===== src/core/ost_pkg.sv =====
package ost_pkg;
    // register map, byte addresses on the cpu data bus
    localparam logic [15:0] OST_ADDR_STATUS   = 16'hFFA3;
    localparam logic [15:0] OST_ADDR_WAIT_SEL = 16'hFFA4;
    localparam logic [7:0]  OST_STATUS_RESET  = 8'h00;
    localparam logic [7:0]  OST_WAIT_SEL_RESET = 8'h05;
    localparam logic [7:0]  OST_DATA_ZERO     = 8'h00;
    // wait select field sits in bits 2..0
    localparam int          OST_SEL_W         = 3;
    localparam int          OST_NUM_FLAGS     = 5;
    // counter reaches 2^16 and saturates there
    localparam int          OST_CNT_W         = 17;
    localparam logic [16:0] OST_CNT_ZERO      = 17'h00000;
    localparam logic [16:0] OST_CNT_ONE       = 17'h00001;
    localparam logic [16:0] OST_CNT_FULL      = 17'h10000;

    // flag index 0 is the 2^11 flag (status bit 4), index 4 the 2^16 flag (bit 0)
    function automatic logic [16:0] ost_thresh(input int idx);
        case (idx)
            0:       ost_thresh = 17'h00800;
            1:       ost_thresh = 17'h02000;
            2:       ost_thresh = 17'h04000;
            3:       ost_thresh = 17'h08000;
            default: ost_thresh = 17'h10000;
        endcase
    endfunction

    // codes 001..101 select 2^11..2^16; forbidden codes fall back to the longest wait
    function automatic logic [16:0] ost_sel_limit(input logic [2:0] code);
        case (code)
            3'h1:    ost_sel_limit = 17'h00800;
            3'h2:    ost_sel_limit = 17'h02000;
            3'h3:    ost_sel_limit = 17'h04000;
            3'h4:    ost_sel_limit = 17'h08000;
            default: ost_sel_limit = 17'h10000;
        endcase
    endfunction

    typedef enum logic [1:0] {
        OST_ST_RUN  = 2'b00,
        OST_ST_STOP = 2'b01,
        OST_ST_WAIT = 2'b10
    } ost_state_e;
endpackage


===== src/core/ost_timer.sv =====
`timescale 1ns/1ps
////////////////////////////////////////////////////////////////////////////////
// How it works
// - resets, stop, osc stop/cut clear status
// - status read-only, bit or byte reads
// - bits 7..5 zero, flags 2^11..2^16 below
// - flags set in order and stay set
// - after stop release count only to selection
// - wait counted from first oscillator edge
// - wait select written by byte only
// - reset input loads wait select 05H
// - codes 1..5 map to 2^11..2^16 waits
// - cpu held only when high-speed clock runs cpu
// - osc stop bit halts the oscillator
module ost_timer
    import ost_pkg::*;
(
    input  wire logic        clk_in,
    input  wire logic        nrst_in,
    input  wire logic        osc_clk_in,
    input  wire logic [15:0] addr_in,
    input  wire logic        rd_en_in,
    input  wire logic        wr_en_in,
    input  wire logic        bit_op_in,
    input  wire logic [2:0]  bit_idx_in,
    input  wire logic [7:0]  wr_data_in,
    input  wire logic        reset_event_in,
    input  wire logic        stop_exec_in,
    input  wire logic        stop_release_in,
    input  wire logic        cpu_clk_hs_in,
    input  wire logic        main_osc_stop_in,
    input  wire logic        main_osc_cut_in,
    output logic [7:0]       rd_data_out,
    output logic             rd_bit_out,
    output logic             osc_enable_out,
    output logic             cpu_clk_hold_out
);
    ////////////////////////////////////////////////////////////////////////////
    logic                 osc_rise;
    ost_state_e           state_reg;
    ost_state_e           state_next;
    logic [OST_CNT_W-1:0] cnt_reg;
    logic [OST_CNT_W-1:0] cnt_next;
    logic [OST_CNT_W-1:0] limit_reg;
    logic [OST_CNT_W-1:0] limit_next;
    logic [OST_NUM_FLAGS-1:0] flag_reg;
    logic [OST_NUM_FLAGS-1:0] flag_next;
    logic [OST_SEL_W-1:0] sel_reg;
    logic [OST_SEL_W-1:0] sel_next;
    logic [7:0]           rd_data_reg;
    logic [7:0]           rd_data_next;
    logic                 rd_bit_reg;
    logic                 rd_bit_next;
    logic                 clear_evt;
    logic [7:0]           status_val;
    logic [7:0]           sel_val;
    logic [7:0]           rd_val;
    // decoded state and register port strobes
    logic                 osc_halt;
    logic                 in_stop;
    logic                 in_wait;
    logic                 cnt_at_limit;
    logic                 cnt_step;
    logic                 hit_status;
    logic                 hit_sel;
    logic                 sel_wr;
    logic [OST_NUM_FLAGS-1:0] flag_rev;

    // oscillator pin is asynchronous to clk_in
    ost_osc_sync u_sync (
        .clk_in   (clk_in),
        .nrst_in  (nrst_in),
        .osc_in   (osc_clk_in),
        .rise_out (osc_rise)
    );

    ////////////////////////////////////////////////////////////////////////////
    // counter and stop sequencing
    assign osc_halt     = main_osc_stop_in | main_osc_cut_in;
    assign clear_evt    = reset_event_in | stop_exec_in | osc_halt;
    assign in_stop      = (state_reg == OST_ST_STOP);
    assign in_wait      = (state_reg == OST_ST_WAIT);
    // saturate at the limit instead of wrapping back to zero
    assign cnt_at_limit = (cnt_reg >= limit_reg);
    // counting rides on real oscillator edges only, so the start-up gap is excluded
    assign cnt_step     = osc_rise & ~in_stop & ~cnt_at_limit;

    always_comb begin
        state_next = state_reg;
        limit_next = limit_reg;
        cnt_next   = cnt_reg;
        case (state_reg)
            OST_ST_RUN: begin
                if (stop_exec_in) begin
                    state_next = OST_ST_STOP;
                end
            end
            OST_ST_STOP: begin
                if (stop_release_in) begin
                    // limit stays until a reset or the next release, so a later restart also stops there
                    limit_next = ost_sel_limit(sel_reg);
                    state_next = cpu_clk_hs_in ? OST_ST_WAIT : OST_ST_RUN;
                end
            end
            OST_ST_WAIT: begin
                // hold drops on the edge after the count meets the selected wait
                if (cnt_at_limit) begin
                    state_next = OST_ST_RUN;
                end
            end
            default: begin
                state_next = OST_ST_RUN;
            end
        endcase
        if (reset_event_in) begin
            state_next = OST_ST_RUN;
            limit_next = OST_CNT_FULL;
        end
        if (clear_evt) begin
            cnt_next = OST_CNT_ZERO;
        end else if (cnt_step) begin
            cnt_next = cnt_reg + OST_CNT_ONE;
        end
    end

    always_ff @(posedge clk_in) begin
        if (!nrst_in) begin
            state_reg <= OST_ST_RUN;
            cnt_reg   <= OST_CNT_ZERO;
            limit_reg <= OST_CNT_FULL;
        end else begin
            state_reg <= state_next;
            cnt_reg   <= cnt_next;
            limit_reg <= limit_next;
        end
    end

    // oscillator halted by the stop bit, the cut bit or stop mode
    // left combinational so the oscillator stops in the cycle the bit is set
    assign osc_enable_out   = ~(osc_halt | in_stop);
    assign cpu_clk_hold_out = in_wait;

    ////////////////////////////////////////////////////////////////////////////
    // thermometer flags
    genvar gi;
    generate
        for (gi = 0; gi < OST_NUM_FLAGS; gi++) begin : g_flag
            always_comb begin
                if (clear_evt) begin
                    flag_next[gi] = 1'b0;
                end else begin
                    // counter never passes the limit, so higher flags stay clear
                    flag_next[gi] = flag_reg[gi] | (cnt_reg >= ost_thresh(gi));
                end
            end
        end
    endgenerate

    always_ff @(posedge clk_in) begin
        if (!nrst_in) begin
            flag_reg <= OST_STATUS_RESET[OST_NUM_FLAGS-1:0];
        end else begin
            flag_reg <= flag_next;
        end
    end

    ////////////////////////////////////////////////////////////////////////////
    // register port
    // index 0 (2^11) lands in bit 4, index 4 (2^16) in bit 0
    genvar bi;
    generate
        for (bi = 0; bi < OST_NUM_FLAGS; bi++) begin : g_stat
            assign flag_rev[OST_NUM_FLAGS-1-bi] = flag_reg[bi];
        end
    endgenerate
    assign status_val = {3'h0, flag_rev};
    assign sel_val    = {5'h00, sel_reg};

    assign hit_status = (addr_in == OST_ADDR_STATUS);
    assign hit_sel    = (addr_in == OST_ADDR_WAIT_SEL);
    // bit writes are dropped, status ignores all writes
    assign sel_wr     = wr_en_in & ~bit_op_in & hit_sel;

    always_comb begin
        sel_next     = sel_reg;
        rd_data_next = rd_data_reg;
        rd_bit_next  = rd_bit_reg;
        rd_val       = OST_DATA_ZERO;
        if (hit_status) begin
            rd_val = status_val;
        end else if (hit_sel) begin
            rd_val = sel_val;
        end
        if (rd_en_in) begin
            rd_data_next = rd_val;
            rd_bit_next  = rd_val[bit_idx_in];
        end
        if (sel_wr) begin
            sel_next = wr_data_in[OST_SEL_W-1:0];
        end
    end

    always_ff @(posedge clk_in) begin
        if (!nrst_in) begin
            sel_reg     <= OST_WAIT_SEL_RESET[OST_SEL_W-1:0];
            rd_data_reg <= OST_DATA_ZERO;
            rd_bit_reg  <= 1'b0;
        end else begin
            sel_reg     <= sel_next;
            rd_data_reg <= rd_data_next;
            rd_bit_reg  <= rd_bit_next;
        end
    end

    assign rd_data_out = rd_data_reg;
    assign rd_bit_out  = rd_bit_reg;
endmodule


===== src/core/ost_osc_sync.sv =====
`timescale 1ns/1ps
module ost_osc_sync (
    input  wire logic clk_in,
    input  wire logic nrst_in,
    input  wire logic osc_in,
    output logic      rise_out
);
    logic [2:0] sh_reg;
    logic [2:0] sh_next;

    // sh_reg[0] feeds only sh_reg[1]; the edge is taken from the later stages
    always_comb begin
        sh_next = {sh_reg[1:0], osc_in};
    end

    always_ff @(posedge clk_in) begin
        if (!nrst_in) begin
            sh_reg <= 3'h0;
        end else begin
            sh_reg <= sh_next;
        end
    end

    assign rise_out = sh_reg[1] & ~sh_reg[2];
endmodule


===== config.mk =====
export PLATFORM = sky130hd
export DESIGN_NAME = ost_timer
export DESIGN_NICKNAME = d
export VERILOG_FILES = /design/src/core/ost_pkg.sv /design/src/core/ost_timer.sv /design/src/core/ost_osc_sync.sv
export SDC_FILE = /design/constraint.sdc
export NUM_CORES = 1
export LEC_CHECK = 0
export ABC_AREA = 1
export BUFFER_PORTS_ARGS = -buffer_cell sky130_fd_sc_hd__buf_4
export CORE_MARGIN = 1
export CORE_UTILIZATION = 55
export DETAILED_ROUTE_END_ITERATION = 6
export GPL_ROUTABILITY_DRIVEN = 0
export GPL_TIMING_DRIVEN = 0
export PLACE_DENSITY_LB_ADDON = 0.12
export SETUP_SLACK_MARGIN = 0.2
export SLEW_MARGIN = 10
export SYNTH_ARGS = -nofsm -noshare
export SYNTH_HDL_FRONTEND = slang
export SYNTH_SLANG_ARGS = --single-unit

===== constraint.sdc =====
create_clock -name clk_in -period 4.7 [get_ports clk_in]
set_input_delay 0.47 -clock clk_in [delete_from_list [all_inputs] [get_ports clk_in]]
set_output_delay 0.47 -clock clk_in [all_outputs]
set_load 0.005 [all_outputs]

==> run summary <==
====================================================================================
Status ................................................................ complete, no violations
Die ar. ...............................................................   4360 sq um
CTS max path bufs .....................................................            2
Vias in the first global route ........................................        1,944
Max-capacitance violation count .......................................            0
Clock tree from TritonCTS .............................................          yes
CTS Sinks .............................................................           41
Register clock-pin slew on the reported worst setup and hold paths ....      0.07 ns
Cell chain of the critical path ....................................... ha_1 -> a21oi_1 -> o21ai_0 -> nor2_1 -> nand3_4 -> inv_2 -> buf_6 -> nand2_1 -> a21oi_2
Initial antenna violation count .......................................            0
Vias after detailed routing ...........................................        2,159
Maximum net fanout on the critical path ...............................           10
Global routing's busiest layer ........................................         met2
Die width .............................................................      66.0 um
P per Cell Area .......................................................  257 nW/um^2
Die span in y .........................................................      66.0 um
Min Clock Period, post-route ..........................................      1.95 ns
YS warnings ...........................................................            0
Gates resized, CTS repair .............................................            0
Number of enable-type register cells in the synthesized netlist .......            0
Wire length of the first global-routing pass ..........................      8.00 mm
# DRC .................................................................            0
Total inserted antenna cells ..........................................            0
Pin count of the biggest net entering global routing ..................           13
Layout cells sized above 1 ............................................        17.3%
Site Rows .............................................................           22
Worst rel slew slack ..................................................        66.4%
Number of buffers inserted for hold repair after clock tree synthesis .            0
CP Capture Type .......................................................         flop
Highest cell delay on the worst timing path ...........................      0.47 ns
Pin slew with the least headroom to its limit .........................     0.504 ns
Total Neg Setup Slack .................................................         0 ns
Starting Density ......................................................        59.3%
Hold crit path type ................................................... primary input to flop
Number of storage elements in the synthesis netlist ...................           41
Dpl hpwl ..............................................................      3.61 mm
Smallest hold slack ...................................................     0.356 ns
Number of buffers created by CTS ......................................            5
Slowest cell on the critical path .....................................      dfxtp_1
Clk_skew ..............................................................    0.0106 ns
Fraction of registers with async set or reset after synthesis .........           0%
Number of unique standard cell types used by synthesis ................           28
Number of iterations in the first detailed-routing pass ...............            4
Initial drt markers ...................................................          107
Post-synthesis instance area ..........................................   2250 sq um
Share of the clock period used by the worst path after layout .........        41.4%
Part of the Yosys area used for sequential elements ...................        36.4%
Count of nets left with antenna violations after detail routing .......            0
Flip-flop count of the largest register after layout ..................           17
Global route overflow .................................................            0
Non-Filler Instances ..................................................          423
Leak ..................................................................      1.21 nW
Total count of hold-check failures in the final report ................            0
Clock root buffer master ..............................................     clkbuf_8
Worst-skew pair later-pin latency .....................................      0.30 ns
GRT met2 Usage ........................................................        40.8%
Ratio of routed vias to standard cells ................................         5.10
Total of buffers placed on input and output ports .....................           40
Classification of the worst setup path ................................ flop to flop
Data required time of the worst path ..................................      4.93 ns
I/O Pins ..............................................................           50
DR WL/cell ............................................................      11.1 um
H-tree Lvls ...........................................................            2
Pins over their slew limit ............................................            0
Multi-input combinational cell area ...................................   1180 sq um
Met3 track demand over resource .......................................        4.31%
Flip-flop cell with the highest count after synthesis .................      dfxtp_1
Worst setup slack before clock tree synthesis .........................      2.75 ns
Final setup viols .....................................................            0
Overall track demand over capacity in global routing ..................        24.0%
Sequential Area .......................................................    821 sq um
Syn avg cell area .....................................................   6.93 sq um
Maximum clock rate ....................................................      514 MHz
Number of standard cells after synthesis ..............................          325
Unrepaired setup endpoints after global routing .......................           no
Final layout net count ................................................          420
Post CTS Setup Buffer Count ...........................................            0
Core Footprint ........................................................   3800 sq um
Total routed wirelength ...............................................      4.69 mm
Worst IR drop on VDD ..................................................     0.168 mV
Area grow syn2layout ..................................................        21.5%
Number of inserted filler cells in the final layout ...................          336
Met1 capacity usage during global routing .............................        29.8%
Worst Setup Slack, final ..............................................      2.75 ns
Arrival time reported for the critical path endpoint ..................      2.17 ns
Nature of the critical path startpoint ................................         flop
DP Cell Count .........................................................          415
====================================================================================
-- worst max-delay path: cells and delay by family, from the launching register on --
kind	cells	cell delay (ns)
AOI/OAI and AO/OA	3	0.30
adders and majority gates	1	0.29
buffers and inverters	2	0.34
DFF	1	0.47
and+or+nand+nor	3	0.48
-- through the flow --
stage / utilization (%) / instance area, sq um / power (mW)
2_1_floorplan: - / 2260 / 0.387
3_3_place_gp: 69.0 / 2620 / 0.417
3_5_place_dp: 69.0 / 2620 / 0.418
4_1_cts: 72.1 / 2740 / 0.708
5_1_grt: 72.1 / 2740 / 0.727
6_report: 72.1 / 2740 / 0.704
-- cell usage in the layout (no fill, tap or decap), drive strengths merged --
cell,instances
clkbuf,10
ha,7
conb,3
xnor2,3
dfxtp,41
xor2,12
nor2,28
a31oi,1
o21ai,8
a41oi,1
nand4,3
inv,54
a21oi,30
buf,45
nand3,22
nand3b,4
nor4,2
o211ai,3
nand2,77
bufinv,1
a211oi,5
nor3,15
-- cells by family after synthesis --
| kind of cell | Yosys count | synth area share (%) |
|---|---|---|
| AO/OA/AOI/OAI | 48 | 11.9 |
| AND/OR/NAND/NOR | 151 | 30.2 |
| other | 1 | 0.166 |
| buffers and inverters | 62 | 11.5 |
| flip-flops | 41 | 36.4 |
| XOR/XNOR | 15 | 5.83 |
| adder cells (fa/ha/maj) | 7 | 3.89 |
-- Yosys cell counts, types with 4 or more instances --
cell type	count	share of area [%]
a211oi_1	5	1.7
a21oi_1	29	6.4
inv_1	50	8.3
nand2_1	77	13
nor3_1	10	2.2
nor2_1	27	4.5
nand3_1	21	4.7
inv_2	4	0.67
nand3b_1	4	1.3
dfxtp_1	41	36
nor3_2	5	2.2
xor2_1	12	4.7
ha_1	7	3.9
o21ai_0	8	1.8
-- path summary, 6_finish.rpt --
kind	from	slack, ns	end	cells after the start
worst max-delay path	cnt_reg[14]	2.75	cnt_reg[8]	9
worst min register to register	u_sync.sh_reg[0]	0.42	u_sync.sh_reg[1]	2
worst max register to register	cnt_reg[14]	2.75	cnt_reg[8]	9
worst min-delay path	osc_clk_in	0.36	u_sync.sh_reg[0]	3
-- layer usage --
metal	part of all wire [%]	vias to the layer above
met3	6.1	8
met5	0	-
met4	1.4	0
li1	-	1131
met2	44	58
met1	48	962
-- cell type report --
type	count	share of cell area, %
tap	48	2.19
sequential	41	30.0
inverter	54	7.40
multi-input combinational	224	43.1
clock buffer	7	3.15
buffer	8	2.10
clock inverter	1	1.10
timing repair buffer	40	11.0
-- where the power goes --
part | internal, mW | leakage (nW) | total, mW | switching, mW
clock | 0.173 | 0.0585 | 0.294 | 0.121
combinational | 0.0308 | 0.815 | 0.0569 | 0.0261
sequential | 0.351 | 0.332 | 0.353 | 0.00191
total | 0.555 | 1.21 | 0.704 | 0.149
Note: power is estimated with default switching activity, not from simulation.
